**src/shared/pgs_map.svh**
```systemverilog
// register offsets, field positions, reset values and timing counts of the global supervisor
`ifndef PGS_MAP_SVH
`define PGS_MAP_SVH
`define PGS_CLK_HZ 100000000
`define PGS_ADDR_CONFIG 4'h0
`define PGS_ADDR_IRQ_FLAGS 4'h1
`define PGS_ADDR_IRQ_MASK 4'h2
`define PGS_ADDR_STATUS 4'h3
`define PGS_ADDR_CHIP_ID 4'h4
`define PGS_CFG_DBNC_BIT 0
`define PGS_CFG_MODE_BIT 1
`define PGS_CFG_MRST_BIT 2
`define PGS_CFG_RESET 8'h00
`define PGS_MASK_RESET 8'h0F
`define PGS_IRQ_FALL_BIT 0
`define PGS_IRQ_RISE_BIT 1
`define PGS_IRQ_CHG_BIT 2
`define PGS_IRQ_THERM_BIT 3
`define PGS_DBNC_SHORT_US 500
`define PGS_DBNC_LONG_MS 30
`define PGS_CHG_DBNC_MS 120
`define PGS_MRST_SHORT_MS 3300
`define PGS_MRST_LONG_MS 8000
`define PGS_DBNC_SHORT_CYC (`PGS_DBNC_SHORT_US * (`PGS_CLK_HZ / 1000000))
`define PGS_DBNC_LONG_CYC (`PGS_DBNC_LONG_MS * (`PGS_CLK_HZ / 1000))
`define PGS_CHG_DBNC_CYC (`PGS_CHG_DBNC_MS * (`PGS_CLK_HZ / 1000))
`define PGS_MRST_SHORT_CYC (`PGS_MRST_SHORT_MS * (`PGS_CLK_HZ / 1000))
`define PGS_MRST_LONG_CYC (`PGS_MRST_LONG_MS * (`PGS_CLK_HZ / 1000))
`endif

```
**src/shared/pgs_pkg.sv**
```systemverilog
// types of the global supervisor
package pgs_pkg;
  typedef enum logic [1:0] {
    PGS_STANDBY,
    PGS_UV_CHECK,
    PGS_RESOURCE_ON
  } pgs_state_t;
endpackage

```
**src/rtl/pgs_supervisor.sv**
```systemverilog
// global supervisor: supply monitors, on-key debounce, wake-up, interrupts, chip id
// Overview of operation
// - all logic held in reset while supply is below the power-on threshold
// - undervoltage comparator ignored while in standby
// - leaving standby checks undervoltage; go resource-on if fine, else standby
// - overvoltage comparator disabled while in standby
// - operation inhibited while system supply is over the lockout threshold
// - shut down when junction temperature exceeds the shutdown limit
// - on-key debounced with time selectable between 500us and 30ms
// - on-key mode bit: 0 push-button, 1 slide-switch
// - debounced falling on-key edge starts power-up in both modes
// - separate rising and falling on-key interrupt flags, each with mask
// - charger insertion wakes only after 120ms of stable presence
// - every interrupt source has its own mask bit
// - read-only chip option id field in bits 4:0
// - in resource-on, on-key held pressed (push-button) or released (slide-switch) for manual-reset time powers down
// - interrupt output low while any unmasked flag set; masks reset masked
//
// Our own choices: the Wishbone register port and the register addresses.
`timescale 1ns/1ps
`default_nettype none
`include "pgs_map.svh"
module pgs_supervisor
  import pgs_pkg::*;
#(
  parameter logic [4:0] CHIP_OPTION_ID = 5'h0A, // arbitrary value
  parameter int DBNC_SHORT_CYC = `PGS_DBNC_SHORT_CYC,
  parameter int DBNC_LONG_CYC = `PGS_DBNC_LONG_CYC,
  parameter int CHG_DBNC_CYC = `PGS_CHG_DBNC_CYC,
  parameter int MRST_SHORT_CYC = `PGS_MRST_SHORT_CYC,
  parameter int MRST_LONG_CYC = `PGS_MRST_LONG_CYC
) (
  input wire logic clk_i,
  input wire logic rst_i,
  input wire logic supply_por_reset_flag_i,
  input wire logic supply_undervoltage_flag_i,
  input wire logic sys_overvoltage_flag_i,
  input wire logic thermal_shutdown_flag_i,
  input wire logic on_key_input_n_i,
  input wire logic charger_input_supply_i,
  input wire logic wb_cyc_i,
  input wire logic wb_stb_i,
  input wire logic wb_we_i,
  input wire logic [3:0] wb_adr_i,
  input wire logic [7:0] wb_dat_i,
  input wire logic wb_sel_i,
  output logic [7:0] wb_dat_o,
  output logic wb_ack_o,
  output logic uvlo_enable_o,
  output logic ovlo_enable_o,
  output logic resource_on_o,
  output logic power_up_start_o,
  output logic power_down_start_o,
  output logic interrupt_out_n_o,
  output logic interrupt_out_n_oe_o
);
  localparam int CW = 30;

  // the supply power-on reset joins the system reset so nothing runs below threshold
  logic por_meta_reg;
  logic por_sync_reg;
  logic rst_all;
  always_ff @(posedge clk_i) begin
    por_meta_reg <= supply_por_reset_flag_i;
    por_sync_reg <= por_meta_reg;
  end
  assign rst_all = rst_i | por_sync_reg;

  // two-flop synchronisers for all asynchronous monitor and pin inputs
  logic [4:0] sync1_reg;
  logic [4:0] sync2_reg;
  always_ff @(posedge clk_i) begin
    sync1_reg <= {charger_input_supply_i, on_key_input_n_i, thermal_shutdown_flag_i,
                  sys_overvoltage_flag_i, supply_undervoltage_flag_i};
    sync2_reg <= sync1_reg;
  end
  wire uv_s = sync2_reg[0];
  wire ov_s = sync2_reg[1];
  wire th_s = sync2_reg[2];
  wire key_s = sync2_reg[3];
  wire chg_s = sync2_reg[4];

  logic [7:0] cfg_reg;
  logic [7:0] mask_reg;
  logic [7:0] flags_reg;
  logic [7:0] flags_next;
  pgs_state_t state_reg;
  pgs_state_t state_next;

  wire dbnc_long = cfg_reg[`PGS_CFG_DBNC_BIT];
  wire slide_mode = cfg_reg[`PGS_CFG_MODE_BIT];
  wire mrst_long = cfg_reg[`PGS_CFG_MRST_BIT];

  // on-key debouncer
  logic key_db_reg;
  logic [CW-1:0] key_cnt_reg;
  wire [CW-1:0] key_limit = dbnc_long ? CW'(DBNC_LONG_CYC) : CW'(DBNC_SHORT_CYC);
  wire key_differs = key_s != key_db_reg;
  wire key_accept = key_differs && (key_cnt_reg >= key_limit - CW'(1));
  always_ff @(posedge clk_i) begin
    if (rst_all) begin
      key_db_reg <= 1'b1;
      key_cnt_reg <= '0;
    end else if (!key_differs) begin
      key_cnt_reg <= '0;
    end else if (key_accept) begin
      key_db_reg <= key_s;
      key_cnt_reg <= '0;
    end else begin
      key_cnt_reg <= key_cnt_reg + CW'(1);
    end
  end
  wire key_fall = key_accept && !key_s;
  wire key_rise = key_accept && key_s;

  // charger presence debouncer; wake only on stable insertion
  logic chg_db_reg;
  logic [CW-1:0] chg_cnt_reg;
  wire chg_differs = chg_s != chg_db_reg;
  wire chg_accept = chg_differs && (chg_cnt_reg >= CW'(CHG_DBNC_CYC) - CW'(1));
  always_ff @(posedge clk_i) begin
    if (rst_all) begin
      chg_db_reg <= 1'b0;
      chg_cnt_reg <= '0;
    end else if (!chg_differs) begin
      chg_cnt_reg <= '0;
    end else if (chg_accept) begin
      chg_db_reg <= chg_s;
      chg_cnt_reg <= '0;
    end else begin
      chg_cnt_reg <= chg_cnt_reg + CW'(1);
    end
  end
  wire chg_insert = chg_accept && chg_s;

  // manual reset timer: key held at its "off" level in resource-on
  logic [CW-1:0] mrst_cnt_reg;
  wire key_off_level = slide_mode ? key_db_reg : !key_db_reg;
  wire [CW-1:0] mrst_limit = mrst_long ? CW'(MRST_LONG_CYC) : CW'(MRST_SHORT_CYC);
  wire mrst_hold = (state_reg == PGS_RESOURCE_ON) && key_off_level;
  wire mrst_fire = mrst_hold && (mrst_cnt_reg >= mrst_limit - CW'(1));
  always_ff @(posedge clk_i) begin
    if (rst_all || !mrst_hold || mrst_fire) begin
      mrst_cnt_reg <= '0;
    end else begin
      mrst_cnt_reg <= mrst_cnt_reg + CW'(1);
    end
  end

  // on/off controller
  wire in_standby = state_reg == PGS_STANDBY;
  wire uv_eff = uv_s && !in_standby;
  wire ov_eff = ov_s && !in_standby;
  wire wake = key_fall || chg_insert;
  wire fault_off = ov_eff || th_s;
  always_comb begin
    state_next = state_reg;
    case (state_reg)
      PGS_STANDBY: begin
        if (wake && !th_s && !ov_s) begin
          state_next = PGS_UV_CHECK;
        end
      end
      PGS_UV_CHECK: begin
        if (uv_eff || fault_off) begin
          state_next = PGS_STANDBY;
        end else begin
          state_next = PGS_RESOURCE_ON;
        end
      end
      PGS_RESOURCE_ON: begin
        if (uv_eff || fault_off || mrst_fire) begin
          state_next = PGS_STANDBY;
        end
      end
      default: state_next = PGS_STANDBY;
    endcase
  end
  always_ff @(posedge clk_i) begin
    if (rst_all) begin
      state_reg <= PGS_STANDBY;
    end else begin
      state_reg <= state_next;
    end
  end
  wire pu_start = (state_reg == PGS_UV_CHECK) && (state_next == PGS_RESOURCE_ON);
  wire pd_start = (state_reg == PGS_RESOURCE_ON) && (state_next == PGS_STANDBY);
  logic pu_reg;
  logic pd_reg;
  always_ff @(posedge clk_i) begin
    if (rst_all) begin
      pu_reg <= 1'b0;
      pd_reg <= 1'b0;
    end else begin
      pu_reg <= pu_start;
      pd_reg <= pd_start;
    end
  end
  assign power_up_start_o = pu_reg;
  assign power_down_start_o = pd_reg;
  assign uvlo_enable_o = !in_standby;
  assign ovlo_enable_o = !in_standby;
  assign resource_on_o = state_reg == PGS_RESOURCE_ON;

  // wishbone slave, one registered ack per request, a cycle after the strobe
  wire bus_req = wb_cyc_i && wb_stb_i && !wb_ack_o;
  wire wr_en = bus_req && wb_we_i && wb_sel_i;
  wire rd_flags = bus_req && !wb_we_i && (wb_adr_i == `PGS_ADDR_IRQ_FLAGS);
  wire hit_cfg = wb_adr_i == `PGS_ADDR_CONFIG;
  wire hit_mask = wb_adr_i == `PGS_ADDR_IRQ_MASK;
  wire [7:0] status_val = {3'b000, chg_db_reg, key_db_reg, th_s, state_reg};
  wire [7:0] rd_val =
    (wb_adr_i == `PGS_ADDR_CONFIG) ? cfg_reg :
    (wb_adr_i == `PGS_ADDR_IRQ_FLAGS) ? flags_reg :
    (wb_adr_i == `PGS_ADDR_IRQ_MASK) ? mask_reg :
    (wb_adr_i == `PGS_ADDR_STATUS) ? status_val :
    (wb_adr_i == `PGS_ADDR_CHIP_ID) ? {3'b000, CHIP_OPTION_ID} : 8'h00;

  always_ff @(posedge clk_i) begin
    if (rst_all) begin
      wb_ack_o <= 1'b0;
      wb_dat_o <= 8'h00;
      cfg_reg <= `PGS_CFG_RESET;
      mask_reg <= `PGS_MASK_RESET;
    end else begin
      wb_ack_o <= bus_req;
      if (bus_req && !wb_we_i) begin
        wb_dat_o <= rd_val;
      end
      if (wr_en && hit_cfg) begin
        cfg_reg <= {5'b00000, wb_dat_i[2:0]};
      end
      if (wr_en && hit_mask) begin
        mask_reg <= {4'h0, wb_dat_i[3:0]};
      end
    end
  end

  // sticky flags: read clears, but a new event in the same cycle wins
  wire [7:0] events = {4'h0, th_s, chg_insert, key_rise, key_fall};
  always_comb begin
    flags_next = rd_flags ? 8'h00 : flags_reg;
    flags_next = flags_next | events;
  end
  always_ff @(posedge clk_i) begin
    if (rst_all) begin
      flags_reg <= 8'h00;
    end else begin
      flags_reg <= flags_next;
    end
  end
  // open-drain: pull low when any unmasked flag is set
  wire irq_any = |(flags_reg & ~mask_reg);
  assign interrupt_out_n_o = 1'b0;
  assign interrupt_out_n_oe_o = irq_any;
endmodule
`default_nettype wire

```
**config.mk**
```make
export PLATFORM = sky130hd
export DESIGN_NAME = pgs_supervisor
export DESIGN_NICKNAME = d
export VERILOG_FILES = /design/src/shared/pgs_pkg.sv /design/src/rtl/pgs_supervisor.sv
export VERILOG_INCLUDE_DIRS = /design/src /design/src/shared
export SDC_FILE = /design/constraint.sdc
export NUM_CORES = 1
export LEC_CHECK = 0
export ABC_AREA = 0
export BUFFER_PORTS_ARGS = -buffer_cell sky130_fd_sc_hd__buf_2
export CORE_MARGIN = 8
export CORE_UTILIZATION = 30
export CTS_CLUSTER_SIZE = 14
export DETAILED_ROUTE_END_ITERATION = 12
export PLACE_DENSITY = 0.51
export SYNTH_ARGS = -nofsm -noshare
export SYNTH_HDL_FRONTEND = slang
export SYNTH_SLANG_ARGS = --single-unit
```
**constraint.sdc**
```tcl
create_clock -name clk_i -period 2.99 [get_ports clk_i]
set_input_delay 0.1495 -clock clk_i [delete_from_list [all_inputs] [get_ports clk_i]]
set_output_delay 0.1495 -clock clk_i [all_outputs]
set_load 0.05 [all_outputs]
```
==> results.txt, run 1 <==
----------------------------------------------------
[Global routing]
  Largest net degree at the start of global routing ... 25
  Total GRT Usage ... 0.106
  Antenna violations before repair ... 0
  Global-route wire length before repair ... 20400 um
  Via count of the first global-routing pass ... 4326
  Remaining Overflow, GRT ... 0

[Setup path]
  Data arrival time at the worst-slack endpoint ... 2.92 ns
  Launch instance of the worst register-to-register path ... cfg_reg[0]
  Cells along the critical path ... inv_1, ha_1, a211o_1, a2111oi_1, and3_1, a21oi_4, a32o_1
  Crit Path Max Fanout ... 24
  Category of cells accounting for the largest share of critical-path delay ... compound AO/OA/AOI/OAI gates
  Reg2Reg Setup Slack ... 0.38 ns
  Number of buffers and inverters on the critical path ... 1
  Crit start category ... register
  Max incr delay on CP ... 0.44 ns
  FF-to-FF path depth ... 7
  Slowest cell on crit path ... a2111oi_1
  Path type of the worst setup path ... reg2reg
  Crit. End Element ... register
  End of the worst register-to-register path ... flags_reg[1]
  WP depth ... 7
  Data required time of the worst path ... 3.30 ns

[Power and ir drop]
  Share of power burned in combinational logic ... 0.025
  Proportion of total power due to net switching ... 0.209
  Switch Pwr ... 837 uW
  Power density over the cells ... 591 nW/um^2
  Peak ir drop on the vdd network ... 0.382 mV
  Relative contribution of the clock network to total power ... 0.550
  LEAKAGE ... 0.00234 uW
  Relative contribution of sequential cells to total power ... 0.425
  Internal power component ... 3170 uW

[Worst hold path]
  Hold Path Class ... in2reg
  Hold Path Sink ... chg_db_reg
  Min-Delay Path Depth ... 4
  Worst Hold Launch ... rst_i

[Final layout]
  Fillers ... 1885
  Antenna diode instance count ... 0
  Number of nets in the final layout ... 716
  Combined area of the multi-input logic cells ... 2950 sq um
  Sequential cell area ... 2500 sq um
  Final standard cell utilization of the core ... 0.366
  Area added between synthesis and finish ... 20.8%
  Ratio of cells with drive above 1 in the final layout ... 0.142
  Post-route design area ... 6780 sq um

[Yosys]
  Library cell with the largest summed area after synthesis ... dfxtp_1
  Dominant register cell in the synthesized netlist ... dfxtp_1
  EDFF count, synth ... 0
  Synthesis-stage register bit count ... 125
  YS warnings ... 0
  Sequential fraction of the synthesis area ... 0.446
  Post-synthesis cell type count ... 69
  Cell area after technology mapping ... 5610 sq um
  Commonest cells in the synthesized netlist ... dfxtp_1 (125), nor2_1 (99), xnor2_1 (53)
  Mapped Cells ... 613
  Share of flip-flops with an asynchronous set or reset ... 0
  Most instantiated library cell after synthesis ... dfxtp_1
  Mean instance size in the synthesized netlist ... 9.16 sq um
  Biggest area contributors in the synthesized netlist ... dfxtp_1 (45%), xnor2_1 (8.3%), nor2_1 (6.6%)
  Portion of synthesized cell area occupied by the leading cell type ... 0.446

[Route]
  First-pass DRT Iterations ... 4
  Routed vias/inst ... 4.73
  Routed len/inst ... 12.9 um
  Antenna-violating nets left ... 0
  Count of routing violations after the opening detailed-route iteration ... 164
  Final Routed Wirelength ... 11900 um
  Count of unresolved DRC violations after routing ... 0
  Routed vias ... 4337

[Run]
  Count of maximum capacitance violations ... 0

[Die]
  DIE HEIGHT ... 153 um
  Placeable core region ... 18500 sq um
  Starting density of the core ... 0.303
  Overall die area ... 23300 sq um
  Placement Rows ... 50
  Width of the die ... 153 um
  Number of placed I/O pins ... 40

[Timing]
  Total setup violations reported at the end of the flow ... 0
  Slew of the pin with the lowest slew margin ... 0.931 ns
  Time the worst path needs with I/O delays and setup ... 2.61 ns
  Final Skew ... 0.00585 ns
  Final hold violations ... 0
  Worst slew margin relative to its limit ... 0.374
  Setup TNS Final ... 0 ns
  Worst hold slack across all endpoints ... 0.0817 ns
  Final clock period utilization by the worst path ... 0.873
  Setup repair after global routing missed its margin ... no
  Final Max Slew Viols ... 0
  Highest attainable clock frequency ... 383 MHz

[Status]
  Result of the run ... finished clean

[Clocking]
  Number of clock sinks seen by CTS ... 125
  Number of post-CTS setup repair buffers ... 0
  Clk Tree Root Cell ... clkbuf_16
  CTS tree ... yes
  Number of buffers between clock root and the deepest sink ... 2
  Worst-path clk slew ... 0.06 ns
  Worst skew pair latency ... 0.41 ns
  TritonCTS buffer count ... 17
  H-tree depth reported by CTS ... 4

[Placed design]
  Cell area reported after detailed placement ... 6030 sq um
  GPL Wtd Cong ... 0.766
  Detailed placement HPWL ... 8660 um
  Count of port buffers added during placement ... 31

----------------------------------------------------
-- worst register-to-register path, delay by kind of cell, from the launching register on --
| kind | cells | cell delay (ns) |
|---|---|---|
| flops | 1 | 0.40 |
| compound gates | 4 | 1.23 |
| fa+ha+maj | 1 | 0.36 |
| simple gates | 1 | 0.33 |
| buf+inv | 1 | 0.19 |
-- power groups by stage --
stage	Combinational, uW	Clock [uW]	Sequential [uW]
after floorplan	61.9	0	1740
after global placement	88.0	0	1740
after detailed placement	88.8	0	1740
after CTS	99.4	2260	1700
after global routing	110	2320	1700
final	98.7	2200	1700
-- layer usage --
metal | up-vias | track usage | wire length [um]
li1 | 2231 | - | -
met2 | 57 | 0.177 | 5770
met3 | 18 | 0.0250 | 324
met1 | 2031 | 0.125 | 5520
met4 | 0 | 0.0561 | 246
met5 | - | 0 | 0
-- kinds of logic (layout without fill, tap and decap cells) --
group / after synthesis / after routing / share of synthesized area
buf+inv: 50 / 104 / 0.0408
other cells: 1 / 17 / 0.000668
xor+xnor: 72 / 72 / 0.112
mux: 11 / 11 / 0.0243
fa+ha+maj: 22 / 22 / 0.0490
flops: 125 / 125 / 0.446
compound gates: 55 / 55 / 0.0711
simple gates: 277 / 277 / 0.256
-- cell usage in the layout, fill, tap and decap left out, types with 19 or more instances in the layout --
cell type / synthesis / layout
ha_1: 22 / 22
inv_1: 26 / 26
nand3_1: 23 / 23
xnor2_1: 53 / 53
xor2_1: 19 / 19
nor3_1: 39 / 39
dfxtp_1: 125 / 125
buf_2: 6 / 31
nand2_1: 44 / 44
nor2_1: 99 / 99
-- timing repair --
| item | CTS | global route |
|---|---|---|
| endpoints found under the hold margin | 13 | 0 |
| resized for setup | 0 | 1 |
| hold buffers | 10 | 0 |
| endpoints found under the setup margin | 0 | 24 |
-- cell type report --
cell class | count | share of cell area
flip-flops and latches | 125 | 0.369
multi-input cells | 454 | 0.435
well taps | 234 | 0.0432
repair buffers | 46 | 0.0432
clock inverters | 13 | 0.0281
inverters | 26 | 0.0144
clock buffers | 19 | 0.0668
-- through the flow --
stage                     power (uW)  std cells  setup WS [ns]
final                           4000        917          0.380
after CTS                       4060        917          0.112
after floorplan                 1800        629          0.753
after detailed placement        1830        875          0.148
after global routing            4140        917          0.175
after global placement          1830        875          0.210
-- worst max-delay path by stage --
stage / end / startpoint / slack [ns]
6_report: flags_reg[1] / cfg_reg[0] / 0.38
5_1_grt: key_cnt_reg[6] / cfg_reg[0] / 0.18
4_1_cts: flags_reg[1] / cfg_reg[0] / 0.11
3_5_place_dp: flags_reg[1] / cfg_reg[0] / 0.15
3_3_place_gp: flags_reg[1] / cfg_reg[0] / 0.21
2_1_floorplan: key_cnt_reg[10] / cfg_reg[0] / 0.75
Power figures use the tool's default switching activity.
==> run 2: changes to the inputs <==
Settings changed: ABC_AREA 0 to 1.
==> run 2 against run 1 <==
  * Synthesized cell count grew 27%
  * Critical path depth grew 5
  * Synthesized area grew 5.0%
  * Total power shrank 2.7%
  * First-iteration DRC count grew 37%
  * Critical endpoint is now mrst_cnt_reg[16]
==> results.txt, run 2 <==
----------------------------------------------------
[Yosys]
  YS warnings ... 0 (unchanged)
  Portion of synthesized cell area occupied by the leading cell type ... 0.425 (was 0.446)
  Mapped Cells ... 777 (was 613)
  Share of flip-flops with an asynchronous set or reset ... 0 (unchanged)
  Basic-gate share of the synthesized area counting and, or, nand and nor cells ... 0.314 (was 0.256)
  Library cell with the largest summed area after synthesis ... dfxtp_1 (unchanged)
  Combinational family with the most area after synthesis ... simple AND/OR/NAND/NOR gates (unchanged)
  EDFF count, synth ... 0 (unchanged)
  Complex-gate fraction of the synthesized area ... 0.0837 (was 0.0711)
  Biggest area contributors in the synthesized netlist ... dfxtp_1 (42%), nand2_1 (8.2%), nor2_1 (7.6%) (was dfxtp_1 (45%), xnor2_1 (8.3%), nor2_1 (6.6%))
  Dominant register cell in the synthesized netlist ... dfxtp_1 (unchanged)
  Cell area after technology mapping ... 5890 sq um (was 5610 sq um)
  Synthesis-stage register bit count ... 125 (unchanged)
  Most instantiated library cell after synthesis ... nand2_1 (was dfxtp_1)
  Post-synthesis cell type count ... 42 (was 69)
  Commonest cells in the synthesized netlist ... nand2_1 (129), dfxtp_1 (125), nor2_1 (119) (was dfxtp_1 (125), nor2_1 (99), xnor2_1 (53))
  Post-synthesis share of cell area spent on full adders, half adders and majority gates ... 0.0467 (was 0.0490)
  Sequential fraction of the synthesis area ... 0.425 (was 0.446)
  Mean instance size in the synthesized netlist ... 7.58 sq um (was 9.16 sq um)
  Post-Synth XOR/XNOR Area ... 0.0505 (was 0.112)
  Multiplexer share of the synthesized area ... 0 (was 0.0243)

[Setup path]
  Category of cells accounting for the largest share of critical-path delay ... simple AND/OR/NAND/NOR gates (was compound AO/OA/AOI/OAI gates)
  Crit Path Max Fanout ... 21 (was 24)
  Max incr delay on CP ... 0.42 ns (was 0.44 ns)
  Data arrival time at the worst-slack endpoint ... 2.56 ns (was 2.92 ns)
  Cells along the critical path ... inv_1, ha_1, nand2_1, nor3_1, nand2_1, nor2_1, nand2_1, nand2_1, nand2_1, nand3_1, buf_4, nor3b_1 (was inv_1, ha_1, a211o_1, a2111oi_1, and3_1, a21oi_4, a32o_1)
  Data required time of the worst path ... 3.28 ns (was 3.30 ns)
  Slowest cell on crit path ... dfxtp_1 (was a2111oi_1)
  Crit start category ... register (unchanged)
  Number of buffers and inverters on the critical path ... 2 (was 1)
  Path type of the worst setup path ... reg2reg (unchanged)
  Most used cell, CP ... nand2_1
  Crit. End Element ... register (unchanged)

[Global routing]
  Total GRT Usage ... 0.114 (was 0.106)
  Global-route wire length before repair ... 22200 um (was 20400 um)
  Via count of the first global-routing pass ... 4607 (was 4326)
  Antenna violations before repair ... 0 (unchanged)
  Remaining Overflow, GRT ... 0 (unchanged)
  Largest net degree at the start of global routing ... 25 (unchanged)

[Clocking]
  CTS tree ... yes (unchanged)
  Post-cts resize count ... 0 (unchanged)
  Number of post-CTS setup repair buffers ... 0 (unchanged)
  Worst-path clk slew ... 0.06 ns (about the same)
  TritonCTS buffer count ... 17 (unchanged)
  Number of clock sinks seen by CTS ... 125 (unchanged)
  Clk Tree Root Cell ... clkbuf_16 (unchanged)
  Number of buffers between clock root and the deepest sink ... 2 (unchanged)
  Count of hold buffers inserted by post-cts repair ... 10 (unchanged)
  H-tree depth reported by CTS ... 4 (unchanged)
  Worst skew pair latency ... 0.41 ns (about the same)

[Timing]
  Final clock period utilization by the worst path ... 0.760 (was 0.873)
  Final Max Slew Viols ... 0 (unchanged)
  Setup TNS Final ... 0 ns (unchanged)
  Final Skew ... 0.00431 ns (was 0.00585 ns)
  Total setup violations reported at the end of the flow ... 0 (unchanged)
  Slew of the pin with the lowest slew margin ... 0.706 ns (was 0.931 ns)
  Time the worst path needs with I/O delays and setup ... 2.27 ns (was 2.61 ns)
  Worst hold slack across all endpoints ... 0.0817 ns (about the same)
  Setup repair after global routing missed its margin ... no (unchanged)
  Final hold violations ... 0 (unchanged)
  Highest attainable clock frequency ... 440 MHz (was 383 MHz)
  Worst slew margin relative to its limit ... 0.527 (was 0.374)

[Final layout]
  Commonest cells after routing, fill and taps aside ... nand2_1 (129), dfxtp_1 (125), nor2_1 (119), inv_1 (98), nand3_1 (39) (was dfxtp_1 (125), nor2_1 (99), xnor2_1 (53), nand2_1 (44), nor3_1 (39))
  Ratio of cells with drive above 1 in the final layout ... 0.127 (was 0.142)
  Final standard cell utilization of the core ... 0.365 (was 0.366)
  Fillers ... 2081 (was 1885)
  Antenna diode instance count ... 0 (unchanged)
  Most common cell after layout, fill and taps aside ... nand2_1 (was dfxtp_1)
  Area added between synthesis and finish ... 20.0% (was 20.8%)
  Number of nets in the final layout ... 887 (was 716)

[Route]
  Top metal layer carrying routed signals ... met4 (unchanged)
  Routed vias/inst ... 4.35 (was 4.73)
  Routed len/inst ... 11.6 um (was 12.9 um)
  Met3 layer wire length in the routed design ... 453 um (was 324 um)
  Routed vias ... 4860 (was 4337)
  First-pass DRT Iterations ... 4 (unchanged)
  Final Routed Wirelength ... 13000 um (was 11900 um)
  Antenna-violating nets left ... 0 (unchanged)
  Count of routing violations after the opening detailed-route iteration ... 224 (was 164)
  Met2 WL post-DR ... 5820 um (was 5770 um)
  Met1 layer wirelength in the final routing ... 6460 um (was 5520 um)
  Count of unresolved DRC violations after routing ... 0 (unchanged)

[Die]
  Starting density of the core ... 0.304 (was 0.303)
  DIE HEIGHT ... 156 um (was 153 um)
  Placeable core region ... 19400 sq um (was 18500 sq um)
  Placement Rows ... 51 (was 50)
  Overall die area ... 24400 sq um (was 23300 sq um)
  Number of placed I/O pins ... 40 (unchanged)
  Width of the die ... 156 um (was 153 um)

[Placed design]
  GPL Wtd Cong ... 0.799 (was 0.766)
  Count of port buffers added during placement ... 31 (unchanged)
  Detailed placement HPWL ... 9830 um (was 8660 um)

[Power and ir drop]
  Proportion of total power due to net switching ... 0.213 (was 0.209)
  Internal power component ... 3070 uW (was 3170 uW)
  Peak ir drop on the vdd network ... 0.375 mV (was 0.382 mV)
  Relative contribution of the clock network to total power ... 0.538 (was 0.550)
  Share of power burned in combinational logic ... 0.025 (about the same)
  LEAKAGE ... 0.00279 uW (was 0.00234 uW)
  Switch Pwr ... 830 uW (was 837 uW)
  Power density over the cells ... 551 nW/um^2 (was 591 nW/um^2)
  Relative contribution of sequential cells to total power ... 0.437 (was 0.425)
  Post-layout power ... 3900 uW (was 4000 uW)

[Worst hold path]
  Hold Path Class ... in2reg (unchanged)

[Status]
  Result of the run ... finished clean (unchanged)

[Run]
  Count of maximum capacitance violations ... 0 (unchanged)

----------------------------------------------------
==> run 2: cell types whose count changed in the layout (fill, tap and decap cells not counted), sizes merged, moves of 8 or more <==
cell / change
nand2: +94
inv: +74
xnor2: -43
nor2: +30
a21oi: +25
o21ai: +19
nand3: +17
nor3: -16
mux2i: -8
==> run 2: layer usage <==
metal	up-vias	GRT usage
met3	20	0.0283
met1	2151	0.146
met5	-	0
li1	2633	-
met4	0	0.0499
met2	56	0.180
==> run 2: path summary, 6_finish.rpt <==
kind                 from          endpoint  slack (ns)  depth (start not counted)
min reg2reg  sync1_reg[1]      sync2_reg[1]        0.32                          0
min              wb_stb_i          wb_ack_o        0.08                          5
max reg2reg    cfg_reg[2]  mrst_cnt_reg[16]        0.72                         12
max            cfg_reg[2]  mrst_cnt_reg[16]        0.72                         12
==> run 2: per-stage QoR <==
step / cells / instance area [sq um] / setup slack, ns
after floorplan: 793 / 5950 / 1.07
final: 1118 / 7070 / 0.717
after detailed placement: 1077 / 6370 / 0.677
after CTS: 1118 / 7070 / 0.669
after global routing: 1118 / 7070 / 0.388
after global placement: 1077 / 6370 / 0.694
==> run 2: power by group through the flow <==
| stage | Clock (uW) | Sequential, uW | Combinational [uW] |
|---|---|---|---|
| 5_1_grt | 2240 | 1700 | 110 |
| 2_1_floorplan | 0 | 1740 | 55.4 |
| 4_1_cts | 2160 | 1700 | 99.4 |
| 3_3_place_gp | 0 | 1740 | 89.2 |
| 3_5_place_dp | 0 | 1740 | 88.6 |
| 6_report | 2100 | 1700 | 98.0 |
==> run 2: layout make-up <==
class,count,area [sq um],area share
multi-input cells,552,2980,0.421
flip-flops and latches,125,2500,0.354
clock buffers,20,457,0.0646
inverters,100,375,0.0531
well taps,265,332,0.0469
repair buffers,45,285,0.0403
clock inverters,11,143,0.0202
==> run 2: cells by family (layout without fill, tap and decap cells) <==
| group | count (synthesis) | count (layout) |
|---|---|---|
| fa+ha+maj | 22 | 22 |
| compound gates | 85 | 85 |
| simple gates | 394 | 394 |
| other cells | 1 | 17 |
| flops | 125 | 125 |
| buf+inv | 116 | 176 |
| xor+xnor | 34 | 34 |
==> run 2: worst reg2reg max path, stage by stage, from the launching register on <==
cell     delay (ns)
dfxtp_1        0.42
inv_1          0.19
ha_1           0.34
nand2_1        0.08
nor3_1         0.23
nand2_1        0.10
nor2_1         0.11
nand2_1        0.06
nand2_1        0.10
nand2_1        0.08
nand3_1        0.07
buf_4          0.26
nor3b_1        0.09
